### src/rtl/frp_params.svh
`ifndef FRP_PARAMS_SVH
`define FRP_PARAMS_SVH

// ==========================================================
// read parameter register layout
`define FRP_RESET_VALUE     8'h00
`define FRP_PIN_SEL_BIT     7
`define FRP_WAIT_MSB        6
`define FRP_WAIT_LSB        3
`define FRP_WRAP_EN_BIT     2
`define FRP_BURST_MSB       1
`define FRP_BURST_LSB       0

// ==========================================================
// set command opcodes
`define FRP_OPC_SET_NV      8'h65
`define FRP_OPC_SET_VOL_A   8'hc0
`define FRP_OPC_SET_VOL_B   8'h63

// ==========================================================
// default wait counts when the field is zero
`define FRP_WAIT_DEF_LONG   4'h8
`define FRP_WAIT_DEF_MID    4'h6
`define FRP_WAIT_DEF_SHORT  4'h4

// ==========================================================
// wrap burst lengths in bytes, whole array coded as zero
`define FRP_WRAP_8          7'h08
`define FRP_WRAP_16         7'h10
`define FRP_WRAP_32         7'h20
`define FRP_WRAP_64         7'h40
`define FRP_WRAP_ARRAY      7'h00

// ==========================================================
// serial framing
`define FRP_BYTE_BITS       5'h08

`endif

### src/rtl/frp_pkg.sv
package frp_pkg;

  // ==========================================================
  // read command classes, used for default wait counts
  typedef enum logic [2:0]
  {
    FRP_RK_FAST_SINGLE,
    FRP_RK_FAST_FOUR,
    FRP_RK_DUAL_OUT,
    FRP_RK_DUAL_IO,
    FRP_RK_QUAD_OUT,
    FRP_RK_QUAD_IO
  } frp_rkind_t;

  // ==========================================================
  // serial command decoder states
  typedef enum logic [1:0]
  {
    FRP_CMD_OPCODE,
    FRP_CMD_DATA,
    FRP_CMD_IGNORE
  } frp_cmd_t;

  // ==========================================================
  // power-up load states
  typedef enum logic
  {
    FRP_PU_LOAD,
    FRP_PU_RUN
  } frp_pu_t;

endpackage

### src/rtl/frp_read_param.sv
// Behaviour
// keep a non-volatile copy and a volatile working copy of the parameters
// on power-up the volatile copy is loaded from the non-volatile copy
// single line, no quad, relocated reset: bit 7 picks pause (0) or reset (1)
// with dedicated reset pin in use the shared pin is always pause; the code makes it data line 3 instead under quad enable or four-line mode
// quad enable or four-line mode ignores pin select; pin is data line 3
// wait field 1..15 gives that many wait cycles
// wait field 0 gives command default: 8, 6 or 4
// wrap disabled wraps at array end; enabled wraps within burst length
// burst code 00/01/10/11 gives 8/16/32/64 bytes
// a set command writes all eight bits at once
// opcode 65h writes the non-volatile copy
// opcode c0h or 63h writes only the volatile copy
// host picks a wait count that suits its clock rate
// both copies start as all zero
// host never issues double rate dual io read in four-line mode
// quad enable turns write-protect and pause/reset pins into data lines
// relocate bit disables dedicated reset and moves it to the shared pin
// new volatile value governs from the next read command on
`timescale 1ns/1ps
`include "frp_params.svh"

module frp_read_param
  import frp_pkg::*;
#(
  parameter bit HAS_DED_RESET = 1'b1
) (
  input  wire logic       MCLK_I,           // block clock, 125 MHz
  input  wire logic       RESETN_I,         // async reset, active low
  input  wire logic       CE_N_I,           // serial chip enable pin, active low
  input  wire logic       SCK_I,            // serial clock pin
  input  wire logic [3:0] IO_I,             // serial data pins, io0 in single line
  input  wire logic       PWR_CYCLE_I,      // high while supply is cycled
  input  wire logic       QUAD_EN_I,        // quad enable bit from status logic
  input  wire logic       FOUR_LINE_MODE_I, // four-line command mode active
  input  wire logic       RELOCATE_I,       // reset pin relocate bit
  input  wire logic       READ_START_I,     // pulse: read command begins
  input  wire frp_rkind_t READ_KIND_I,      // class of that read command
  output logic      [7:0] VOL_PARAM_O,      // volatile working copy
  output logic      [7:0] NV_PARAM_O,       // non-volatile copy
  output logic      [3:0] WAIT_CYCLES_O,    // wait cycles of current read
  output logic            WRAP_EN_O,        // current read wraps in burst
  output logic      [6:0] WRAP_BYTES_O,     // burst length, zero = whole array
  output logic            PIN_PAUSE_O,      // shared pin acts as pause
  output logic            PIN_RESET_O,      // shared pin acts as reset
  output logic            PIN_DATA3_O,      // shared pin is data line 3
  output logic            WP_DATA2_O,       // write-protect pin is data line 2
  output logic            DED_RESET_EN_O,   // dedicated reset pin active
  output logic            LOAD_BUSY_O       // power-up load in progress
);

  // ==========================================================
  // helpers
  function automatic logic [3:0] wait_count(input logic [7:0] p, input frp_rkind_t k);
    logic [3:0] field;
    field = p[`FRP_WAIT_MSB:`FRP_WAIT_LSB];
    // nonzero field
    if (field != 4'h0)
      return field;
    // command defaults
    case (k)
      FRP_RK_FAST_FOUR,
      FRP_RK_QUAD_IO:    return `FRP_WAIT_DEF_MID;
      FRP_RK_DUAL_IO:    return `FRP_WAIT_DEF_SHORT;
      default:           return `FRP_WAIT_DEF_LONG;
    endcase
  endfunction

  function automatic logic [6:0] wrap_bytes(input logic [7:0] p);
    // wrap disabled
    if (!p[`FRP_WRAP_EN_BIT])
      return `FRP_WRAP_ARRAY;
    // burst code
    case (p[`FRP_BURST_MSB:`FRP_BURST_LSB])
      2'h0:    return `FRP_WRAP_8;
      2'h1:    return `FRP_WRAP_16;
      2'h2:    return `FRP_WRAP_32;
      default: return `FRP_WRAP_64;
    endcase
  endfunction

  // ==========================================================
  // pin synchronisers
  logic [6:0] pins_sync;
  logic       ce_n;
  logic       sck;
  logic [3:0] io;
  logic       pwr;

  frp_sync #(
    .WIDTH (7)
  ) u_sync (
    .clk_i   (MCLK_I),
    .rst_n_i (RESETN_I),
    .d_i     ({PWR_CYCLE_I, IO_I, SCK_I, CE_N_I}),
    .q_o     (pins_sync)
  );

  assign ce_n = pins_sync[0];
  assign sck  = pins_sync[1];
  assign io   = pins_sync[5:2];
  assign pwr  = pins_sync[6];

  // ==========================================================
  // state
  frp_pu_t    pu;
  frp_pu_t    next_pu;
  frp_cmd_t   cmd;
  frp_cmd_t   next_cmd;
  logic [4:0] cnt;
  logic [4:0] next_cnt;
  logic [7:0] sr;
  logic [7:0] next_sr;
  logic [7:0] opc;
  logic [7:0] next_opc;
  logic [7:0] vol;
  logic [7:0] next_vol;
  logic [7:0] nv;
  logic [7:0] next_nv;
  logic [7:0] act;
  logic [7:0] next_act;
  logic       sck_d;
  logic       pwr_d;
  logic       ce_n_d;
  logic       pin_pause;
  logic       next_pin_pause;
  logic       pin_reset;
  logic       next_pin_reset;
  logic       pin_data3;
  logic       next_pin_data3;
  logic       ded_reset;
  logic       next_ded_reset;
  logic [3:0] wcnt;
  logic [3:0] next_wcnt;

  logic       sck_rise;
  logic       frame_end;
  logic [4:0] step;
  logic [7:0] shifted;

  // sck edges are found by sampling; sck must stay well below mclk / 4
  assign sck_rise  = sck & ~sck_d & ~ce_n;
  assign frame_end = ce_n & ~ce_n_d;
  assign step      = FOUR_LINE_MODE_I ? 5'h04 : 5'h01;
  assign shifted   = FOUR_LINE_MODE_I ? {sr[3:0], io} : {sr[6:0], io[0]};

  // ==========================================================
  // next state
  always_comb
  begin
    next_pu        = pu;
    next_cmd       = cmd;
    next_cnt       = cnt;
    next_sr        = sr;
    next_opc       = opc;
    next_vol       = vol;
    next_nv        = nv;
    next_act       = act;
    next_wcnt      = wcnt;

    // power-up load
    case (pu)
      FRP_PU_LOAD:
      begin
        next_vol = nv;
        if (!pwr)
          next_pu = FRP_PU_RUN;
      end
      default:
      begin
        if (pwr && !pwr_d)
          next_pu = FRP_PU_LOAD;
      end
    endcase

    if (ce_n)
    begin
      // a set command counts only when exactly one data byte was sent
      if (frame_end && cmd == FRP_CMD_DATA && cnt == `FRP_BYTE_BITS && pu == FRP_PU_RUN)
      begin
        // whole byte into non-volatile copy
        if (opc == `FRP_OPC_SET_NV)
          next_nv = sr;
        // either volatile opcode
        else
          next_vol = sr;
      end
      next_cmd = FRP_CMD_OPCODE;
      next_cnt = 5'h00;
    end
    else if (sck_rise)
    begin
      case (cmd)
        FRP_CMD_OPCODE:
        begin
          next_sr  = shifted;
          next_cnt = 5'(cnt + step);
          if (next_cnt == `FRP_BYTE_BITS)
          begin
            next_opc = shifted;
            next_cnt = 5'h00;
            if (shifted == `FRP_OPC_SET_NV || shifted == `FRP_OPC_SET_VOL_A ||
                shifted == `FRP_OPC_SET_VOL_B)
              next_cmd = FRP_CMD_DATA;
            else
              next_cmd = FRP_CMD_IGNORE;
          end
        end
        FRP_CMD_DATA:
        begin
          if (cnt == `FRP_BYTE_BITS)
            next_cmd = FRP_CMD_IGNORE;
          else
          begin
            next_sr  = shifted;
            next_cnt = 5'(cnt + step);
          end
        end
        default: next_cnt = cnt;
      endcase
    end

    // snapshot at read start
    if (READ_START_I)
    begin
      next_act  = {vol[`FRP_WRAP_EN_BIT], wrap_bytes(vol)};
      next_wcnt = wait_count(vol, READ_KIND_I);
    end

    // quad or four-line takes the pins as data lines
    next_pin_data3 = QUAD_EN_I | FOUR_LINE_MODE_I;
    // relocation disables the dedicated reset pin
    next_ded_reset = HAS_DED_RESET & ~RELOCATE_I;
    // pin select only when the dedicated reset is moved off
    next_pin_reset = ~next_pin_data3 & vol[`FRP_PIN_SEL_BIT] & RELOCATE_I;
    next_pin_pause = ~next_pin_data3 & ~next_pin_reset;
  end

  // ==========================================================
  // registers
  always_ff @(posedge MCLK_I or negedge RESETN_I)
  begin
    if (!RESETN_I)
    begin
      pu        <= FRP_PU_LOAD;
      cmd       <= FRP_CMD_OPCODE;
      cnt       <= 5'h00;
      sr        <= 8'h00;
      opc       <= 8'h00;
      // both copies leave the factory as zero
      vol       <= `FRP_RESET_VALUE;
      nv        <= `FRP_RESET_VALUE;
      act       <= `FRP_RESET_VALUE;
      wcnt      <= `FRP_WAIT_DEF_LONG;
      sck_d     <= 1'b0;
      pwr_d     <= 1'b0;
      ce_n_d    <= 1'b1;
      pin_pause <= 1'b1;
      pin_reset <= 1'b0;
      pin_data3 <= 1'b0;
      ded_reset <= 1'b0;
    end
    else
    begin
      pu        <= next_pu;
      cmd       <= next_cmd;
      cnt       <= next_cnt;
      sr        <= next_sr;
      opc       <= next_opc;
      vol       <= next_vol;
      nv        <= next_nv;
      act       <= next_act;
      wcnt      <= next_wcnt;
      sck_d     <= sck;
      pwr_d     <= pwr;
      ce_n_d    <= ce_n;
      pin_pause <= next_pin_pause;
      pin_reset <= next_pin_reset;
      pin_data3 <= next_pin_data3;
      ded_reset <= next_ded_reset;
    end
  end

  // ==========================================================
  // outputs
  assign VOL_PARAM_O    = vol;
  assign NV_PARAM_O     = nv;
  assign WAIT_CYCLES_O  = wcnt;
  assign WRAP_EN_O      = act[7];
  assign WRAP_BYTES_O   = act[6:0];
  assign PIN_PAUSE_O    = pin_pause;
  assign PIN_RESET_O    = pin_reset;
  assign PIN_DATA3_O    = pin_data3;
  assign WP_DATA2_O     = pin_data3;
  assign DED_RESET_EN_O = ded_reset;
  assign LOAD_BUSY_O    = (pu == FRP_PU_LOAD);

endmodule

### src/rtl/frp_sync.sv
`timescale 1ns/1ps

// ==========================================================
// two flop synchroniser; first stage feeds only the second
module frp_sync #(
  parameter int WIDTH = 1
) (
  input  wire logic             clk_i,   // sampling clock
  input  wire logic             rst_n_i, // async reset, active low
  input  wire logic [WIDTH-1:0] d_i,     // asynchronous input
  output logic      [WIDTH-1:0] q_o      // synchronised output
);

  logic [WIDTH-1:0] stage1;

  always_ff @(posedge clk_i or negedge rst_n_i)
  begin
    if (!rst_n_i)
    begin
      stage1 <= '0;
      q_o    <= '0;
    end
    else
    begin
      stage1 <= d_i;
      q_o    <= stage1;
    end
  end

endmodule

### config.mk
export PLATFORM = sky130hd
export DESIGN_NAME = frp_read_param
export DESIGN_NICKNAME = d
export VERILOG_FILES = /design/src/rtl/frp_pkg.sv /design/src/rtl/frp_read_param.sv /design/src/rtl/frp_sync.sv
export VERILOG_INCLUDE_DIRS = /design/src /design/src/rtl
export SDC_FILE = /design/constraint.sdc
export NUM_CORES = 1
export LEC_CHECK = 0
export ABC_AREA = 1
export BUFFER_PORTS_ARGS = -buffer_cell sky130_fd_sc_hd__clkbuf_2
export CAP_MARGIN = 10
export CELL_PAD_IN_SITES_DETAIL_PLACEMENT = 0
export CELL_PAD_IN_SITES_GLOBAL_PLACEMENT = 1
export CORE_MARGIN = 5
export CORE_UTILIZATION = 46
export CTS_BUF_LIST = sky130_fd_sc_hd__clkbuf_16
export DETAILED_ROUTE_END_ITERATION = 16
export PLACE_DENSITY_LB_ADDON = 0.1
export SLEW_MARGIN = 20
export SYNTH_ARGS = -nofsm -noshare
export SYNTH_HDL_FRONTEND = slang
export SYNTH_SLANG_ARGS = --single-unit
### constraint.sdc
create_clock -name MCLK_I -period 2.7 [get_ports MCLK_I]
set_input_delay 0.54 -clock MCLK_I [delete_from_list [all_inputs] [get_ports MCLK_I]]
set_output_delay 0.54 -clock MCLK_I [all_outputs]
set_load 0.01 [all_outputs]
# == After elaboration in Yosys (flattened, before gate mapping) ==
# Cells that the tools add are included.
# totals
reg_bits,73
out_inout_bits,34
word_cells,100
# op_classes
addsub,1
n_eq_ne,16
muxes,32
n_bitwise,14
n_reduce_logical,19
# op_table
cell,n
$mux 8,6
$eq 8x7->1 const B,3
$pmux 7 s3,1
$mux 5,4
$pmux 8 s2,1
$mux 7,2
$reduce_and 4->1,3
$eq 5x4->1 const B,2
$mux 2,5
$pmux 5 s2,1
$eq 8x8->1 const B,1
$mux 4,2
$pmux 4 s2,1
$mux 1,7
$not 1->1,7
$and 1x1->1,6
$ne 3x2->1 const B,2
$reduce_and 3->1,2
$add 5x3->5,1
$eq 2x1->1 const B,2
$logic_and 1x1->1,4
$logic_not 2->1,2
$pmux 2 s2,1
$reduce_bool 2->1,2
13 further kinds,14

# == Depth between registers and ports, before layout ==
# Gate-level depths: netlist of run 1.
# logic_depth
ltp_word,9
depth_mapped,12

# == Cells and area by module ==
# A second synthesis of run 1 with hierarchy kept.
# hier_totals
hier_cells,337
hier_area_um2,3165.5
# by_module_without_submodules
module,instances,cells_each,area_per_inst_um2,seq_area_each_um2
frp_read_param,1,323,2815.2,1405.1
frp_sync,1,14,350.3,350.3

# == Worst setup path before layout of run 1 ==
# No wires, ideal clock.
# synth_path
kind,input-to-reg
start,input port FOUR_LINE_MODE_I
end,register opc[6]
setup_time_ns,0.119
arrival_ns,1.863
required_time_ns,2.581
path_slack_ns,0.718
cell_stages,10
path_cell_list,inv_2 > ha_1 > ha_1 > or2_1 > a21oi_2 > and2_4 > nand3_4 > buf_6 > nand2_1 > o21ai_2
# synth_via
elab_chain_cells,4
elab_cells_between_ends,5
cone_classes,add/sub (1); eq/ne (1); mux (2); reduce/logical (1)
# synth_rtl
element,line,rtl
start: declaration,frp_read_param.sv:35,"input wire logic FOUR_LINE_MODE_I,"
$mux 3,frp_read_param.sv:144,assign step = FOUR_LINE_MODE_I ? 5'h04 : 5'h01;
$add 5x3->5,frp_read_param.sv:197,next_cnt = 5'(cnt + step);
$eq 5x4->1 (no line),-,
$reduce_and 4->1 (no line),-,
end signal: assignment,frp_read_param.sv:269,opc <= next_opc;
end: declaration,frp_read_param.sv:114,logic [7:0] opc;
# Parallel ways exist; a longest one is shown, timed or not.
# A chain may end at the register's enable or synchronous reset.

# == Worst setup path after layout of run 1 ==
# layout_path
start,input port FOUR_LINE_MODE_I
end,register opc[5]
# The elaborated chain is that of the path after synthesis.

==> impl_results.md, run 1 <==
* Status: finished clean
* Gate power share at 0.089
* Input/output buffers at 46
* Yosys warning total at 0
* Largest net degree at the start of global routing at 71
* Most frequent cells in the layout: nand2_1 (82), dfrtp_1 (67), clkbuf_2 (45)
* Setup crit start: FOUR_LINE_MODE_I
* Final clock skew at 0.00527 ns
* Sw Share at 0.241
* Post_cts resized at 0
* Power Density at 713 nW/µm²
* Dpl cell area at 3360 µm²
* Final Cell Area at 3680 µm²
* Area growth, synth to finish at 19.2%
* Internal Power at 0.00199 W
* Final ANT Viol Nets at 0
* Routed wire length at 5870 µm
* Post-layout minimum cycle time at 2.12 ns
* GRT Util Overall at 0.152
* H-tree levels at 3
* Worst min path class: primary input to async pin
* Synth area leader: dfrtp_1
* Worst endpoint data arrival time at 2.32 ns
* Sequential fraction of the synthesis area at 0.568
* Crit. End Element: flip-flop
* Worst-Margin Slew at 0.557 ns
* Commonest non-fill, non-tap cell in the layout: nand2_1
* Top post-synthesis cells by area: dfrtp_1 (54%), nand2_1 (10%), o21ai_2 (4.5%)
* Final GP Congestion at 0.800
* Cts bufs inserted at 9
* Residual DRC count at 0
* Die X at 91.9 µm
* RSZ-0062 raised after global routing: no
* # IOs at 50
* Post-synthesis cell type count at 35
* Setup crit start kind: primary input
* Root buffer cell: clkbuf_16
* Via count at 2146
* DP HPWL at 4270 µm
* Final setup viols at 0
* Fmax at 473 MHz
* Clk network pwr share at 0.470
* Switching power at 0.000632 W
* Clock latency on the worst-skew pair at 0.33 ns
* Kind of critical path: primary input to flip-flop
* Worst IR Drop VDD at 384 µV
* Clock sinks at 70
* Share of the synthesized area in the top cell type at 0.543
* Worst reg-to-reg path cell count at 8
* Clk buf depth at 2
* WL/cell at 12.8 µm
* Synth Instances at 325
* Critical path peak fanout at 16
* Full die area at 8450 µm²
* Core box area at 6420 µm²
* Leakage power at 1.88 nW
* Final hold vios at 0
* Nets at 394
* Worst reg2reg setup slack at 0.79 ns
* Yosys reg bits at 70
* First-pass GRT wire length at 10200 µm
* Remaining Overflow, GRT at 0
* First DRT Iteration DRCs at 88
* # diodes at 0
* Reg-to-reg endpoint: opc[5]$_DFFE_PN0P_
* Initial antenna violation count at 0
* Setup bufs post-CTS at 0
* Critical Path RT at 2.91 ns
* Slew HR at 0.628
* Max Slew Vio Count at 0
* Period Utilization, post-route at 0.784
* CTS tree: done
* Ratio of cells with drive above 1 in the final layout at 0.258
* Setup TNS at 0 ns
* Reg-to-Reg Start: cnt[0]$_DFFE_PN0P_
* Pre-antenna DRT Iters at 4
* Sequential share of power at 0.441
* Die Y at 91.9 µm
* Routed vias/inst at 4.70
* Vias in the first global route at 2118
* Max-cap violations at 0
* Mapped Avg Cell Area at 9.50 µm²
* Clk slew on worst S/H paths at 0.06 ns
* Cell Area, Synth at 3090 µm²
* Row count at 29
* Total power at 0.00262 W
* Hold buffer count at CTS at 0
* Setup crit end: opc[5]$_DFFE_PN0P_
* Initial Utilization at 0.481
metrics by stage:
| stage | setup slack (ns) | hold slack, ns | cells | utilization |
|---|---|---|---|---|
| after global placement | 0.302 | 0.333 | 441 | 0.524 |
| after floorplan | 0.718 | 0.244 | 327 | - |
| after detailed placement | 0.249 | 0.338 | 441 | 0.524 |
| final | 0.584 | 0.212 | 457 | 0.573 |
| after global routing | 0.408 | 0.266 | 457 | 0.573 |
| after CTS | 0.580 | 0.244 | 457 | 0.573 |
worst min path at each step:
stage / start / to / slack (ns) / cells past startpoint
after detailed placement: u_sync.stage1[2]$_DFF_PN0_ / u_sync.q_o[2]$_DFF_PN0_ / 0.34 / 0
after global routing: RESETN_I / PIN_DATA3_O$_DFF_PN0_ / 0.27 / 2
after global placement: u_sync.stage1[6]$_DFF_PN0_ / u_sync.q_o[6]$_DFF_PN0_ / 0.33 / 0
final: RESETN_I / PIN_DATA3_O$_DFF_PN0_ / 0.21 / 2
after CTS: RESETN_I / pu$_DFF_PN0_ / 0.24 / 2
after floorplan: RESETN_I / DED_RESET_EN_O$_DFF_PN0_ / 0.24 / 0
per-layer routing:
layer	share of wire	global-route usage
met4	0.021	0.0743
met5	0	0
met3	0.046	0.0368
met2	0.46	0.241
met1	0.47	0.195
state kept, by name (all words and copies together), names as in the netlist:
register        flops
opc                 8
act                 5
PIN_RESET_O         1
VOL_PARAM_O         8
u_sync.q_o          7
PIN_DATA3_O         1
WAIT_CYCLES_O       4
sck_d               1
sr                  8
u_sync.stage1       7
cnt                 5
pu                  1
NV_PARAM_O          8
PIN_PAUSE_O         1
DED_RESET_EN_O      1
pwr_d               1
cmd                 2
ce_n_d              1
layout make-up:
| cell class | count | area [µm²] |
|---|---|---|
| fillers | 584 | 2740 |
| flip-flops and latches | 70 | 1760 |
| multi-input cells | 205 | 1100 |
| inverters | 41 | 154 |
| repair buffers | 48 | 258 |
| well taps | 77 | 96.3 |
| clock buffers | 9 | 225 |
| clock inverters | 7 | 91.3 |
worst max-delay path, cell delays in order:
cell and delay (ns):
clkbuf_2 0.24, inv_2 0.13, ha_1 0.24, ha_1 0.21
or2_1 0.24, a21oi_2 0.15, and2_4 0.17, nand3_4 0.18
nand2_1 0.16, o21ai_2 0.06
power groups by stage:
stage	sequential, W	combinational, W	clock (W)
after global routing	0.00116	0.000272	0.00131
after CTS	0.00116	0.000239	0.00126
after global placement	0.00117	0.000235	0
after floorplan	0.00117	0.000158	0
after detailed placement	0.00118	0.000238	0
final	0.00116	0.000234	0.00123
Yosys cell counts (all sizes together):
| cell | n |
|---|---|
| nor4 | 2 |
| nor2 | 24 |
| a21oi | 14 |
| conb | 1 |
| nand2 | 85 |
| o21ai | 31 |
| dfrtp | 67 |
| clkinv | 3 |
| and2 | 1 |
| inv | 38 |
| o31ai | 4 |
| clkbuf | 1 |
| buf | 10 |
| nand3b | 2 |
| a21boi | 1 |
| or2 | 1 |
| dfstp | 3 |
| nor3 | 5 |
| mux2i | 8 |
| nand3 | 17 |
| nand4 | 1 |
| o22ai | 3 |
| ha | 3 |
cell families after synthesis:
logic type | Yosys count | synth area share
buffers and inverters | 52 | 0.0774
adder cells (fa/ha/maj) | 3 | 0.0122
AND/OR/NAND/NOR | 138 | 0.203
AO/OA/AOI/OAI | 53 | 0.112
multiplexers | 8 | 0.0259
other | 1 | 0.00121
flip-flops | 70 | 0.568
Note: power is estimated with default switching activity, not from simulation.
==> run 2: changes to the inputs <==
CORE_UTILIZATION = 43   (was 46)
clock period = 2 ns   (was 2.7 ns; I/O delays follow)
==> run 2 against run 1 <==
Net effect: critical path depth decreased by 2; worst hold slack got worse by 0.13 ns; sequential power increased by 34%; highest routed layer unchanged; utilization decreased by 2.7 points; clock skew increased by 0.00064 ns; largest cell class unchanged.
==> impl_results.md, run 2 (synthesis gave the netlist of run 1 again) <==
* Status: finished clean (unchanged)
* Worst-Margin Slew at 0.677 ns (was 0.557 ns)
* Commonest non-fill, non-tap cell in the layout: nand2_1 (unchanged)
* H-tree levels at 3 (unchanged)
* Clk buf depth at 2 (unchanged)
* Setup crit start kind: flip-flop (was primary input)
* Post-layout minimum cycle time at 1.84 ns
* Routed wire length at 6170 µm (was 5870 µm)
* Final hold slack at 0.0871 ns (was 0.212 ns)
* Fmax at 543 MHz
* DP HPWL at 4340 µm (was 4270 µm)
* First-pass GRT wire length at 10300 µm (was 10200 µm)
* Core box area at 6910 µm² (was 6420 µm²)
* Setup TNS at 0 ns (unchanged)
* Cts bufs inserted at 9 (unchanged)
* Residual DRC count at 0 (unchanged)
* Hold buffer count at CTS at 0 (unchanged)
* Post-route worst setup slack at 0.158 ns (was 0.584 ns)
* Area growth, synth to finish at 22.1% (was 19.2%)
* Ratio of cells with drive above 1 in the final layout at 0.268 (was 0.258)
* Reg-to-Reg Start: cnt[0]$_DFFE_PN0P_ (unchanged)
* Largest net degree at the start of global routing at 71 (unchanged)
* Final Non-Filler Cells at 481 (was 457)
* Remaining Overflow, GRT at 0 (unchanged)
* Final hold vios at 0 (unchanged)
* Nets at 400 (was 394)
* RSZ-0062 raised after global routing: no (unchanged)
* Pre-CTS setup slack at -0.0692 ns (was 0.249 ns)
* GRT Util Overall at 0.149 (was 0.152)
* Worst reg-to-reg path cell count at 8 (unchanged)
* Cell Count Post-Placement at 465 (was 441)
* Critical Path RT at 2.21 ns (was 2.91 ns)
* Worst endpoint data arrival time at 2.05 ns (was 2.32 ns)
* Die Y at 94.7 µm (was 91.9 µm)
* Reg-to-reg endpoint: opc[3]$_DFFE_PN0P_ (was opc[5]$_DFFE_PN0P_)
* CTS tree: done (unchanged)
* Final GP Congestion at 0.787 (was 0.800)
* WL/cell at 12.8 µm (about the same)
* Via count at 2292 (was 2146)
* Total power at 0.00363 W (was 0.00262 W)
* Initial antenna violation count at 0 (unchanged)
* Clock latency on the worst-skew pair at 0.32 ns (was 0.33 ns)
* Worst min path class: primary input to async pin (unchanged)
* Full die area at 8980 µm² (was 8450 µm²)
* Final clock skew at 0.00591 ns (was 0.00527 ns)
* # diodes at 0 (unchanged)
* # IOs at 50 (unchanged)
* Period Utilization, post-route at 0.921
* Max Slew Vio Count at 0 (unchanged)
* Crit. End Element: flip-flop (unchanged)
* Max-cap violations at 0 (unchanged)
* Final ANT Viol Nets at 0 (unchanged)
* Input/output buffers at 46 (unchanged)
* First DRT Iteration DRCs at 104 (was 88)
* Initial Utilization at 0.447 (was 0.481)
* Power Density at 961 nW/µm² (was 713 nW/µm²)
* Worst reg2reg setup slack at 0.16 ns (was 0.79 ns)
* Vias in the first global route at 2196 (was 2118)
* Row count at 30 (was 29)
* Worst IR Drop VDD at 431 µV (was 384 µV)
* Die X at 94.7 µm (was 91.9 µm)
* Critical path peak fanout at 8 (was 16)
* Slew HR at 0.545 (was 0.628)
* Clock sinks at 70 (unchanged)
* Routed vias/inst at 4.77 (was 4.70)
* Most frequent cells in the layout: nand2_1 (82), dfrtp_1 (67), clkbuf_2 (45) (unchanged)
* Leakage power at 1.92 nW (was 1.88 nW)
* Root buffer cell: clkbuf_16 (unchanged)
* Final setup viols at 0 (unchanged)
* Kind of critical path: flip-flop to flip-flop (was primary input to flip-flop)
* Clk slew on worst S/H paths at 0.05 ns (was 0.06 ns)
* Pre-antenna DRT Iters at 4 (unchanged)
## run 2: changes by cell type in the layout (fill, tap and decap cells not counted)
cell | before | now
buf_4 | 1 | 6
nand3_4 | 1 | 2
clkinvlp_4 | 2 | 0
bufinv_16 | 2 | 3
clkinv_4 | 1 | 0
clkinv_2 | 0 | 1
## run 2: how the worst max path moves through the flow
stage / startpoint / end / slack (ns) / cells after the start
2_1_floorplan: FOUR_LINE_MODE_I / opc[6]$_DFFE_PN0P_ / 0.16 / 10
3_3_place_gp: FOUR_LINE_MODE_I / opc[1]$_DFFE_PN0P_ / -0.01 / 10
3_5_place_dp: FOUR_LINE_MODE_I / opc[0]$_DFFE_PN0P_ / -0.07 / 10
4_1_cts: cnt[0]$_DFFE_PN0P_ / opc[3]$_DFFE_PN0P_ / 0.09 / 8
5_1_grt: cnt[0]$_DFFE_PN0P_ / opc[1]$_DFFE_PN0P_ / 0.04 / 8
6_report: cnt[0]$_DFFE_PN0P_ / opc[3]$_DFFE_PN0P_ / 0.16 / 8
## run 2: worst max-delay path, cell delays in order (launching register included)
cell and delay (ns):
dfrtp_1 0.41, ha_1 0.22, ha_1 0.22, or2_1 0.24, a21oi_2 0.14, and2_4 0.20, nand3_4 0.12, nand2_1 0.12
o21ai_2 0.06
## run 2: what timing repair did
| action | in CTS | in global routing |
|---|---|---|
| resized for setup | 0 | 1 |
| buffers inserted | 0 | 0 |
| setup endpoints to repair | 0 | 8 |
## run 2: cell type report
class,instances,area [µm²]
fillers,670,3140
flip-flops and latches,70,1760
multi-input cells,206,1120
repair buffers,53,295
clock buffers,9,225
inverters,41,154
well taps,96,120
clock inverters,6,103
## run 2: through the flow
stage	instance area, µm²	utilization
2_1_floorplan	3100	-
3_3_place_gp	3430	0.496
3_5_place_dp	3430	0.496
4_1_cts	3750	0.543
5_1_grt	3770	0.546
6_report	3770	0.546
## run 2: layer usage
layer,vias to the layer above,GRT usage,wire [µm]
li1,1162,-,-
met1,1057,0.195,2940
met2,64,0.231,2730
met3,9,0.0351,407
met4,0,0.0721,97
met5,-,0,0
## run 2: power breakdown
| group | switching, W | internal (W) | leakage (nW) |
|---|---|---|---|
| Clock | 0.000543 | 0.00120 | 0.164 |
| Combinational | 0.000213 | 0.000110 | 0.851 |
| Sequential | 0.0000609 | 0.00150 | 0.904 |
| Total | 0.000816 | 0.00281 | 1.92 |
